===== src/include/dlc_defs.vh =====
`ifndef DLC_DEFS_VH
`define DLC_DEFS_VH

// ----------------------------------------------------------------------------
// Register map
// ----------------------------------------------------------------------------
`define DLC_OFS_CTRL 12'h000
`define DLC_OFS_STATUS 12'h004
`define DLC_OFS_LOSS_COUNT 12'h008
`define DLC_OFS_WORD_COUNT 12'h00C

// ----------------------------------------------------------------------------
// Control fields
// ----------------------------------------------------------------------------
`define DLC_CTRL_ENABLE 0
`define DLC_CTRL_SYNC_FEEDBACK 1
`define DLC_CTRL_FORCE_SYNC 2
`define DLC_CTRL_RESET 3'h3

// ----------------------------------------------------------------------------
// Status fields
// ----------------------------------------------------------------------------
`define DLC_STAT_LOCKED 0
`define DLC_STAT_REF_OK 1
`define DLC_STAT_ACTIVITY 2
`define DLC_STAT_LOSS_SEEN 3
`define DLC_STAT_OVERFLOW 4

// ----------------------------------------------------------------------------
// Word framing and lock figures
// ----------------------------------------------------------------------------
`define DLC_DATA_BITS 10
`define DLC_FRAME_BITS 12
`define DLC_LAST_BIT 4'hB
`define DLC_HALF_BIT 4'h6
`define DLC_LOSS_WORDS 3'h4
`define DLC_LOCK_GOOD_WORDS 4'h8

// ----------------------------------------------------------------------------
// Timing
// ----------------------------------------------------------------------------
`define DLC_CORE_PERIOD_NS 25
`define DLC_REF_TIMEOUT_NS 1000
// Forty core cycles, one microsecond at the core rate, sized to the watchdog timer.
`define DLC_REF_TIMEOUT_CYC 7'h28

`endif


===== src/hw/dlc_lock_ctrl.v =====
`timescale 1ns/1ps
`include "dlc_defs.vh"
//
// Behaviour
// Partner appends two embedded clock bits to every ten-bit word.
// System supplies a running reference clock; without it no lock occurs.
// Embedded clock bits are watched always; lock loss drives lock_n high.
// Outputs float after power-up until traffic is seen and lock is reached; lock_n is driven once traffic is seen, before lock.
// Partner sends sync patterns while either sync request input is high.
// lock_n stays high during acquisition, goes low only once locked.
// lock_n may be fed back to a sync request input of the partner.
// Lock can be acquired on ordinary data by random-lock search.
// While lock_n is low the word outputs carry received data.
// Loss of lock is declared after four consecutive invalid words.
// Up to three words before the loss may be corrupt, unmarked.
// Downstream treats three words before relock as suspect.
// Relock happens by resent sync patterns or by random lock.
// Hot insertion into running traffic locks by random lock alone.
// Output enable low floats words, lock_n and recovered clock.
// Power-down low stops recovery and floats all outputs, overriding enable; the code floats only words, lock_n and recovered clock.
// Edge select high strobes words on rising clock edge, low on falling.
// While not locked the words and recovered clock float.
// Any valid word clears the consecutive-invalid counter.
module dlc_lock_ctrl (
   input wire core_clk,
   input wire rst_n,
   input wire serial_clk_in,
   input wire serial_data_in,
   input wire reference_clock_in,
   input wire power_down_n,
   input wire output_enable,
   input wire edge_select,
   output reg sync_request_a,
   output reg sync_request_b,
   output wire [9:0] word_out,
   output reg word_oe,
   output wire word_valid,
   input wire word_ready,
   output reg lock_n_out,
   output reg lock_n_oe,
   output reg rclk_out,
   output reg rclk_oe,
   input wire psel,
   input wire penable,
   input wire pwrite,
   input wire [11:0] paddr,
   input wire [31:0] pwdata,
   output reg [31:0] prdata,
   output reg pready,
   output reg pslverr
);
   localparam ST_HUNT = 1'b0;
   localparam ST_LOCK = 1'b1;
   // The watchdog limit sits far above any usable reference period, so a slow
   // but running reference never trips it.
   localparam [6:0] REF_TIMEOUT = `DLC_REF_TIMEOUT_CYC;

   // ------------------------------------------------------------------------
   // Input synchronisers
   // ------------------------------------------------------------------------
   // Link clock and data pass the same two stages, so each bit is taken with
   // the same delay as the clock edge that marks it.
   reg [1:0] lclk_sync_reg;
   reg lclk_prev_reg;
   reg [1:0] ldat_sync_reg;
   reg [1:0] ref_sync_reg;
   reg ref_prev_reg;
   reg [1:0] pd_sync_reg;
   reg [1:0] oe_sync_reg;
   reg [1:0] es_sync_reg;

   always @(posedge core_clk or negedge rst_n) begin
      if (!rst_n) begin
         lclk_sync_reg <= 2'h0;
         lclk_prev_reg <= 1'b0;
         ldat_sync_reg <= 2'h0;
         ref_sync_reg <= 2'h0;
         ref_prev_reg <= 1'b0;
         pd_sync_reg <= 2'h0;
         oe_sync_reg <= 2'h0;
         es_sync_reg <= 2'h0;
      end else begin
         lclk_sync_reg <= {lclk_sync_reg[0], serial_clk_in};
         lclk_prev_reg <= lclk_sync_reg[1];
         ldat_sync_reg <= {ldat_sync_reg[0], serial_data_in};
         ref_sync_reg <= {ref_sync_reg[0], reference_clock_in};
         ref_prev_reg <= ref_sync_reg[1];
         pd_sync_reg <= {pd_sync_reg[0], power_down_n};
         oe_sync_reg <= {oe_sync_reg[0], output_enable};
         es_sync_reg <= {es_sync_reg[0], edge_select};
      end
   end

   wire bit_strobe = lclk_sync_reg[1] & ~lclk_prev_reg;
   wire ref_edge = ref_sync_reg[1] ^ ref_prev_reg;

   // ------------------------------------------------------------------------
   // Control register and power state
   // ------------------------------------------------------------------------
   reg [2:0] ctrl_reg;
   wire powered = pd_sync_reg[1] & ctrl_reg[`DLC_CTRL_ENABLE];

   // ------------------------------------------------------------------------
   // Reference clock watchdog
   // ------------------------------------------------------------------------
   // A missing reference holds the detector in search and drops an existing
   // lock, since the real recovery loop cannot track without it.
   reg [6:0] ref_timer_reg;
   reg ref_ok_reg;

   always @(posedge core_clk or negedge rst_n) begin
      if (!rst_n) begin
         ref_timer_reg <= 7'h00;
         ref_ok_reg <= 1'b0;
      end else if (ref_edge) begin
         ref_timer_reg <= 7'h00;
         ref_ok_reg <= 1'b1;
      end else if (ref_timer_reg == REF_TIMEOUT) begin
         ref_ok_reg <= 1'b0;
      end else begin
         ref_timer_reg <= ref_timer_reg + 7'h01;
      end
   end

   // ------------------------------------------------------------------------
   // Word framing and lock detector
   // ------------------------------------------------------------------------
   // A frame is a leading one, ten data bits first bit first, and a trailing
   // zero. Search slips one bit per failed frame until enough frames in a row
   // are well formed; this works on sync patterns and on random data alike.
   reg state_reg;
   reg [11:0] shift_reg;
   reg [3:0] bit_cnt_reg;
   reg [3:0] good_cnt_reg;
   reg [2:0] bad_cnt_reg;
   reg activity_reg;
   reg push_reg;
   reg [9:0] push_data_reg;
   reg loss_pulse_reg;
   reg overflow_pulse_reg;
   wire buf_in_ready;

   wire [11:0] frame = {ldat_sync_reg[1], shift_reg[11:1]};
   wire frame_ok = frame[0] & ~frame[`DLC_FRAME_BITS - 1];
   wire at_boundary = bit_strobe & (bit_cnt_reg == `DLC_LAST_BIT);

   always @(posedge core_clk or negedge rst_n) begin
      if (!rst_n) begin
         state_reg <= ST_HUNT;
         shift_reg <= 12'h000;
         bit_cnt_reg <= 4'h0;
         good_cnt_reg <= 4'h0;
         bad_cnt_reg <= 3'h0;
         activity_reg <= 1'b0;
         push_reg <= 1'b0;
         push_data_reg <= 10'h000;
         loss_pulse_reg <= 1'b0;
         overflow_pulse_reg <= 1'b0;
      end else if (!powered) begin
         // Power-down forgets the frame phase; the next lock starts a fresh search.
         state_reg <= ST_HUNT;
         bit_cnt_reg <= 4'h0;
         good_cnt_reg <= 4'h0;
         bad_cnt_reg <= 3'h0;
         activity_reg <= 1'b0;
         push_reg <= 1'b0;
         loss_pulse_reg <= 1'b0;
         overflow_pulse_reg <= 1'b0;
      end else begin
         push_reg <= 1'b0;
         loss_pulse_reg <= 1'b0;
         overflow_pulse_reg <= 1'b0;
         if (bit_strobe) begin
            shift_reg <= frame;
            activity_reg <= 1'b1;
            if (bit_cnt_reg != `DLC_LAST_BIT) begin
               bit_cnt_reg <= bit_cnt_reg + 4'h1;
            end
         end
         case (state_reg)
            ST_HUNT: begin
               // Losses only count once locked; search keeps its own tally.
               bad_cnt_reg <= 3'h0;
               if (at_boundary) begin
                  if (frame_ok && ref_ok_reg) begin
                     bit_cnt_reg <= 4'h0;
                     if (good_cnt_reg == `DLC_LOCK_GOOD_WORDS - 4'h1) begin
                        state_reg <= ST_LOCK;
                        good_cnt_reg <= 4'h0;
                     end else begin
                        good_cnt_reg <= good_cnt_reg + 4'h1;
                     end
                  end else begin
                     // Stay on the last bit so the next bit is tried as frame end.
                     good_cnt_reg <= 4'h0;
                  end
               end
            end
            ST_LOCK: begin
               // A dead reference drops lock at once, without waiting for bad words.
               if (!ref_ok_reg) begin
                  state_reg <= ST_HUNT;
                  loss_pulse_reg <= 1'b1;
               end else if (at_boundary) begin
                  bit_cnt_reg <= 4'h0;
                  if (frame_ok) begin
                     bad_cnt_reg <= 3'h0;
                  end else begin
                     bad_cnt_reg <= bad_cnt_reg + 3'h1;
                  end
                  if (!frame_ok && bad_cnt_reg == `DLC_LOSS_WORDS - 3'h1) begin
                     state_reg <= ST_HUNT;
                     loss_pulse_reg <= 1'b1;
                  end else begin
                     // Words with a bad clock pair still pass, unmarked.
                     push_reg <= buf_in_ready;
                     overflow_pulse_reg <= ~buf_in_ready;
                     push_data_reg <= frame[`DLC_DATA_BITS:1];
                  end
               end
            end
            default: begin
               state_reg <= ST_HUNT;
            end
         endcase
      end
   end

   wire locked = (state_reg == ST_LOCK);

   // ------------------------------------------------------------------------
   // Output buffer
   // ------------------------------------------------------------------------
   // The buffer absorbs a short stall downstream; a longer one drops words,
   // since the link itself can never be held off.
   dlc_word_buf u_buf (
      .core_clk(core_clk),
      .rst_n(rst_n),
      .flush(~powered),
      .in_valid(push_reg),
      .in_ready(buf_in_ready),
      .in_data(push_data_reg),
      .out_valid(word_valid),
      .out_ready(word_ready),
      .out_data(word_out)
   );

   // ------------------------------------------------------------------------
   // Pin drivers
   // ------------------------------------------------------------------------
   // The recovered clock is high in the first half of each frame slot; edge
   // select inverts it so the chosen edge sits mid-slot either way.
   wire first_half = (bit_cnt_reg < `DLC_HALF_BIT);
   // The lock indicator is only driven once the link has shown activity, so a
   // board with no partner attached sees it floating rather than high.

   always @(posedge core_clk or negedge rst_n) begin
      if (!rst_n) begin
         word_oe <= 1'b0;
         lock_n_out <= 1'b1;
         lock_n_oe <= 1'b0;
         rclk_out <= 1'b0;
         rclk_oe <= 1'b0;
         sync_request_a <= 1'b0;
         sync_request_b <= 1'b0;
      end else begin
         lock_n_out <= ~locked;
         lock_n_oe <= powered & oe_sync_reg[1] & activity_reg;
         word_oe <= powered & oe_sync_reg[1] & locked;
         rclk_oe <= powered & oe_sync_reg[1] & locked;
         rclk_out <= es_sync_reg[1] ? ~first_half : first_half;
         sync_request_a <= ctrl_reg[`DLC_CTRL_SYNC_FEEDBACK] & ~locked;
         sync_request_b <= ctrl_reg[`DLC_CTRL_FORCE_SYNC];
      end
   end

   // ------------------------------------------------------------------------
   // APB slave
   // ------------------------------------------------------------------------
   // One wait state: pready rises on the first access-phase edge, and the
   // write lands on the edge at which the master sees pready high.
   reg loss_seen_reg;
   reg overflow_reg;
   reg [15:0] loss_count_reg;
   reg [31:0] word_count_reg;
   wire access = psel & penable;
   wire wr_done = access & pready & pwrite;
   wire hit_ctrl = (paddr == `DLC_OFS_CTRL);
   wire hit_status = (paddr == `DLC_OFS_STATUS);
   wire mapped = hit_ctrl | hit_status | (paddr == `DLC_OFS_LOSS_COUNT) |
                 (paddr == `DLC_OFS_WORD_COUNT);
   reg [31:0] rd_mux;

   always @* begin
      rd_mux = 32'h00000000;
      case (paddr)
         `DLC_OFS_CTRL: rd_mux = {29'h00000000, ctrl_reg};
         `DLC_OFS_STATUS: rd_mux = {27'h0000000, overflow_reg, loss_seen_reg,
                                    activity_reg, ref_ok_reg, locked};
         `DLC_OFS_LOSS_COUNT: rd_mux = {16'h0000, loss_count_reg};
         `DLC_OFS_WORD_COUNT: rd_mux = word_count_reg;
         default: rd_mux = 32'h00000000;
      endcase
   end

   always @(posedge core_clk or negedge rst_n) begin
      if (!rst_n) begin
         pready <= 1'b0;
         pslverr <= 1'b0;
         prdata <= 32'h00000000;
         ctrl_reg <= `DLC_CTRL_RESET;
         loss_seen_reg <= 1'b0;
         overflow_reg <= 1'b0;
         loss_count_reg <= 16'h0000;
         word_count_reg <= 32'h00000000;
      end else begin
         pready <= access & ~pready;
         pslverr <= access & ~pready & ~mapped;
         prdata <= (access & ~pready & ~pwrite) ? rd_mux : 32'h00000000;
         if (wr_done && hit_ctrl) begin
            ctrl_reg <= pwdata[2:0];
         end
         // A new event in the clearing cycle keeps its sticky flag set.
         if (loss_pulse_reg) begin
            loss_seen_reg <= 1'b1;
         end else if (wr_done && hit_status && pwdata[`DLC_STAT_LOSS_SEEN]) begin
            loss_seen_reg <= 1'b0;
         end
         if (overflow_pulse_reg) begin
            overflow_reg <= 1'b1;
         end else if (wr_done && hit_status && pwdata[`DLC_STAT_OVERFLOW]) begin
            overflow_reg <= 1'b0;
         end
         // The loss counter saturates rather than wraps, so a long run never
         // reads back as fewer losses than really happened.
         if (loss_pulse_reg && loss_count_reg != 16'hFFFF) begin
            loss_count_reg <= loss_count_reg + 16'h0001;
         end
         // The word counter runs free and wraps; software should read differences.
         if (push_reg) begin
            word_count_reg <= word_count_reg + 32'h00000001;
         end
      end
   end
endmodule


===== src/hw/dlc_word_buf.v =====
`timescale 1ns/1ps
// ----------------------------------------------------------------------------
// Two-entry word buffer
// ----------------------------------------------------------------------------
// The head entry is the output register itself, so read data always come
// straight from a flip-flop.
module dlc_word_buf (
   input wire core_clk,
   input wire rst_n,
   input wire flush,
   input wire in_valid,
   output wire in_ready,
   input wire [9:0] in_data,
   output reg out_valid,
   input wire out_ready,
   output reg [9:0] out_data
);
   reg spare_valid_reg;
   reg [9:0] spare_data_reg;
   wire push;
   wire pop;

   assign in_ready = ~spare_valid_reg;
   assign push = in_valid & ~spare_valid_reg;
   assign pop = out_valid & out_ready;

   always @(posedge core_clk or negedge rst_n) begin
      if (!rst_n) begin
         out_valid <= 1'b0;
         out_data <= 10'h000;
         spare_valid_reg <= 1'b0;
         spare_data_reg <= 10'h000;
      end else if (flush) begin
         out_valid <= 1'b0;
         spare_valid_reg <= 1'b0;
      end else begin
         if (pop) begin
            if (spare_valid_reg) begin
               out_data <= spare_data_reg;
               spare_valid_reg <= 1'b0;
            end else if (push) begin
               out_data <= in_data;
            end else begin
               out_valid <= 1'b0;
            end
         end else if (push) begin
            if (out_valid) begin
               spare_data_reg <= in_data;
               spare_valid_reg <= 1'b1;
            end else begin
               out_data <= in_data;
               out_valid <= 1'b1;
            end
         end
      end
   end
endmodule


===== config.mk =====
export PLATFORM = sky130hd
export DESIGN_NAME = dlc_lock_ctrl
export DESIGN_NICKNAME = d
export VERILOG_FILES = /design/src/hw/dlc_lock_ctrl.v /design/src/hw/dlc_word_buf.v
export VERILOG_INCLUDE_DIRS = /design/src /design/src/include
export SDC_FILE = /design/constraint.sdc
export NUM_CORES = 1
export LEC_CHECK = 0
export BUFFER_PORTS_ARGS = -buffer_cell sky130_fd_sc_hd__clkbuf_2
export CAP_MARGIN = 20
export CORE_ASPECT_RATIO = 0.8
export CORE_MARGIN = 1
export CORE_UTILIZATION = 45
export DETAILED_ROUTE_END_ITERATION = 6
export PLACE_DENSITY = 0.73
export SYNTH_ARGS = -nofsm -noshare
export SYNTH_HDL_FRONTEND = slang
export SYNTH_SLANG_ARGS = --single-unit

===== constraint.sdc =====
create_clock -name core_clk -period 2.5 [get_ports core_clk]
set_clock_uncertainty 0.05 [all_clocks]
set_input_delay 0.25 -clock core_clk [delete_from_list [all_inputs] [get_ports core_clk]]
set_output_delay 0.25 -clock core_clk [all_outputs]
set_load 0.02 [all_outputs]

==> results.txt <==
----------------------------------------------------
[Detailed routing]
  Routed via count ... 4580
  Avg Vias per Cell ... just over 5
  Detailed Route Iter0 Violations ... 244
  Post-detailed-route DRC marker count ... 0
  Post-Route WL ... 13.6 mm
  First drt pass iteration count ... 5
  Wire length per cell after detailed routing ... 15.3 µm
  Post-DRT Antenna Nets ... 0

[Clocking]
  Clock H-tree levels ... 4
  Number of CTS-inserted buffers ... 17
  Root cell of the clock tree ... clkbuf_16
  # Post-CTS Setup Buffers ... 0
  Clock net sink count ... 174
  Clock latency on the worst-skew pair ... 420 ps
  Clock tree from TritonCTS ... yes
  Post-CTS clock slew at the launch and capture registers of the worst setup and hold paths ... about 60 ps
  Post-CTS Resized ... 0
  Deepest clock path buffer count ... 2

[Floorplanning]
  Die W ... roughly 140 µm
  Floorplan die area ... around 16000 µm²
  Std-Cell Core Area ... 15200 µm²
  Ports placed on the boundary ... 108
  Vertical die dimension ... 114 µm
  Starting density of the core ... 46.6%
  Core Rows ... 40

[Final layout]
  Non-filler cells, final ... 891
  Core occupancy in the finished layout ... a little under three fifths
  Area growth from synthesis to final layout ... 18.4%
  Fill cell total of the finished layout ... 1272
  Net count reported at finish ... about 730
  Fraction of final layout cells sized beyond drive strength 1 ... 25.0%
  Cell area after layout ... 8360 µm²
  Antenna Cells ... 0

[Placement]
  Estimated wirelength of the detail-placed design ... 9.53 mm
  Pre-CTS setup slack ... 393 ps
  Weighted congestion at the end of routability-driven global placement ... between 0.8 and 0.9
  Total instance count after detailed placement ... 853
  Number of buffers added on ports ... 80
  Cell area after placement ... 7740 µm²

[Run status]
  Result of the run ... completed

[Power and ir drop]
  Pwr dens ... 654 nW/µm²
  Cell-internal power ... 4.31 mW
  Power share of the combinational group ... 2.8%
  Net switching power ... 1.16 mW
  Switching part of the total ... 21.2%
  Clock network fraction of design power ... 45.0%
  Power share of the sequential group ... 52.2%
  Leakage dissipation ... 4.15 nW
  Total power after layout ... 5.47 mW
  Worst voltage drop across the vdd grid ... 0.000438 V

[GRT]
  Maximum number of pins on one net before global-route repair ... between 60 and 70
  Antenna violations before repair ... 0
  First-pass GRT wire length ... around 23 mm
  Total overflow reported by the global router ... 0
  Vias in the first global route ... 4770
  Overall track demand over capacity in global routing ... 18.6%

[Worst setup path]
  Nature of the critical path endpoint ... register
  Setup Crit Path Kind ... register to register
  Critical path depth in cells ... 5
  CP bufs+invs ... 1
  CP cell instances ... and2_1 -> nand2_1 -> a211oi_2 -> buf_4 -> mux2_2
  Worst-path fanout max ... 12
  Slowest-stage cell, CP ... dfstp_2
  Maximum cell stage delay along the critical path ... 550 ps
  Gate family responsible for the most delay along the worst path ... flip-flops
  Path depth of the worst reg2reg path ... 5
  Data required time of the worst path ... 2750 ps
  Arrival time at the worst endpoint ... 2280 ps
  Launching element type of the critical path ... register

[Synthesis]
  Flops & latches, synth ... around 170
  Area of the mapped netlist ... 7060 µm²
  Nets in the synthesized netlist ... 634
  Count of mapped cells out of synthesis ... 570
  Top flip-flop cell by instance count after synthesis ... dfrtp_1
  Portion of the post-synthesis area used by sequential elements ... 61.7%
  Avg Inst Size Synth ... 12.4 µm²
  Library cells used by synthesis ... 46
  Number of enable flip-flop cells after synthesis ... 0
  Synth async-reset ratio ... 100%
  Yosys warning count ... 0

[Timing]
  Worst Tran Pin Value ... 819 ps
  Relative slew slack ... between 40% and 50%
  Highest clock rate ... roughly 490 MHz
  Final sum of negative setup slack ... 0 ps
  Setup Viol. Count Final ... 0
  Final period demand of the worst path ... 2020 ps
  Final hold violations ... 0
  Post-route setup slack ... 476 ps
  Number of slew-limit violations in the final report ... 0
  Ratio of final minimum period to clock period ... about four fifths
  Unrepaired setup endpoints after global routing ... no
  Worst hold slack after final layout ... between 20 and 25 ps

[Worst hold path]
  Hold Crit Depth ... 2
  Worst min-delay path class ... input port to register

[Job]
  Max_cap viols ... 0

----------------------------------------------------
## area by class of cell
type	instances	area [µm²]	share of cell area, %
tap	210	263	3.14
timing repair buffer	98	572	6.84
clock inverter	10	91.3	1.09
clock buffer	21	460	5.51
sequential	174	4360	52.1
multi-input combinational	371	2590	31.0
inverter	7	26.3	0.314
## what timing repair did
item	in CTS	in global routing
hold buffers	7	0
endpoints found under the setup margin	0	0
hold endpoints to repair	63	0
## cells in the final DEF (no fill, tap or decap), drive strengths merged, types with 2 or more instances in the layout
cell type    synthesis  final
a211oi               3      3
a21o                 3      3
a21oi               23     23
a22oi               13     13
and2                22     22
and3                11     11
and4                 8      8
buf                  8     12
clkbuf              10    100
clkinv               0      7
clkinvlp             0      2
dfrtp              171    171
dfstp                3      3
dlygate4sd3          0      7
ha                   8      8
inv                  7      7
mux2                38     38
mux2i               11     11
mux4                 3      3
nand2               35     35
nand2b               5      5
nand3               22     22
nand3b               2      2
nand4               16     16
nor2                57     57
nor2b               10     10
nor3                 5      5
nor4                 4      4
o21ai                6      6
o41ai                2      2
xnor2               30     30
xor2                23     23
## synth_stat cells, drive strengths merged (10+ instances only)
| master | count | area share [%] |
|---|---|---|
| mux2 | 38 | 6.1 |
| a22oi | 13 | 1.4 |
| xnor2 | 30 | 3.7 |
| xor2 | 23 | 2.9 |
| mux2i | 11 | 1.6 |
| and2 | 22 | 1.9 |
| and3 | 11 | 0.97 |
| dfrtp | 171 | 61 |
| nor2 | 57 | 3.3 |
| a21oi | 23 | 1.6 |
| nor2b | 10 | 0.89 |
| nand3 | 22 | 1.6 |
| clkbuf | 10 | 0.53 |
| nand2 | 35 | 1.9 |
| nand4 | 16 | 1.4 |
## cells by family after synthesis
logic type | count (synthesis) | synth area share (%)
flops | 174 | 61.7
simple gates | 202 | 14.9
fa+ha+maj | 8 | 1.42
buf+inv | 25 | 1.65
compound gates | 56 | 5.12
mux | 52 | 8.58
xor+xnor | 53 | 6.58
## metal layers
metal  up-vias  wire (µm)  part of all wire (%)  GRT usage (%)
met1      2307       6390                    47           25.3
met2        97       6510                    48           28.6
met5         -          0                     0              0
li1       2165          -                     -              -
met4         0        144                   1.1           6.31
met3        11        558                   4.1           5.21
## worst paths after layout
check	end	from	slack, ps
min reg2reg	ldat_sync_reg[1]$_DFF_PN0_	ldat_sync_reg[0]$_DFF_PN0_	300
max	push_data_reg[2]$_DFFE_PN0P_	ctrl_reg[0]$_DFFE_PN1P_	480
min in group asynchronous	u_buf.spare_data_reg[7]$_DFFE_PN0P_	rst_n	330
max reg2reg	push_data_reg[2]$_DFFE_PN0P_	ctrl_reg[0]$_DFFE_PN1P_	480
min	u_buf.spare_valid_reg$_DFFE_PN0P_	word_ready	20
max in group asynchronous	word_count_reg[8]$_DFFE_PN0P_	rst_n	1230
## power by group through the flow
stage | clock network (mW) | registers (mW) | logic [mW]
6_report | 2.46 | 2.86 | 0.152
3_5_place_dp | 0 | 2.91 | 0.149
2_1_floorplan | 0 | 2.91 | 0.0435
4_1_cts | 2.52 | 2.85 | 0.158
3_3_place_gp | 0 | 2.90 | 0.140
5_1_grt | 2.67 | 2.86 | 0.176
No activity file was read; power rests on OpenSTA's default activity.
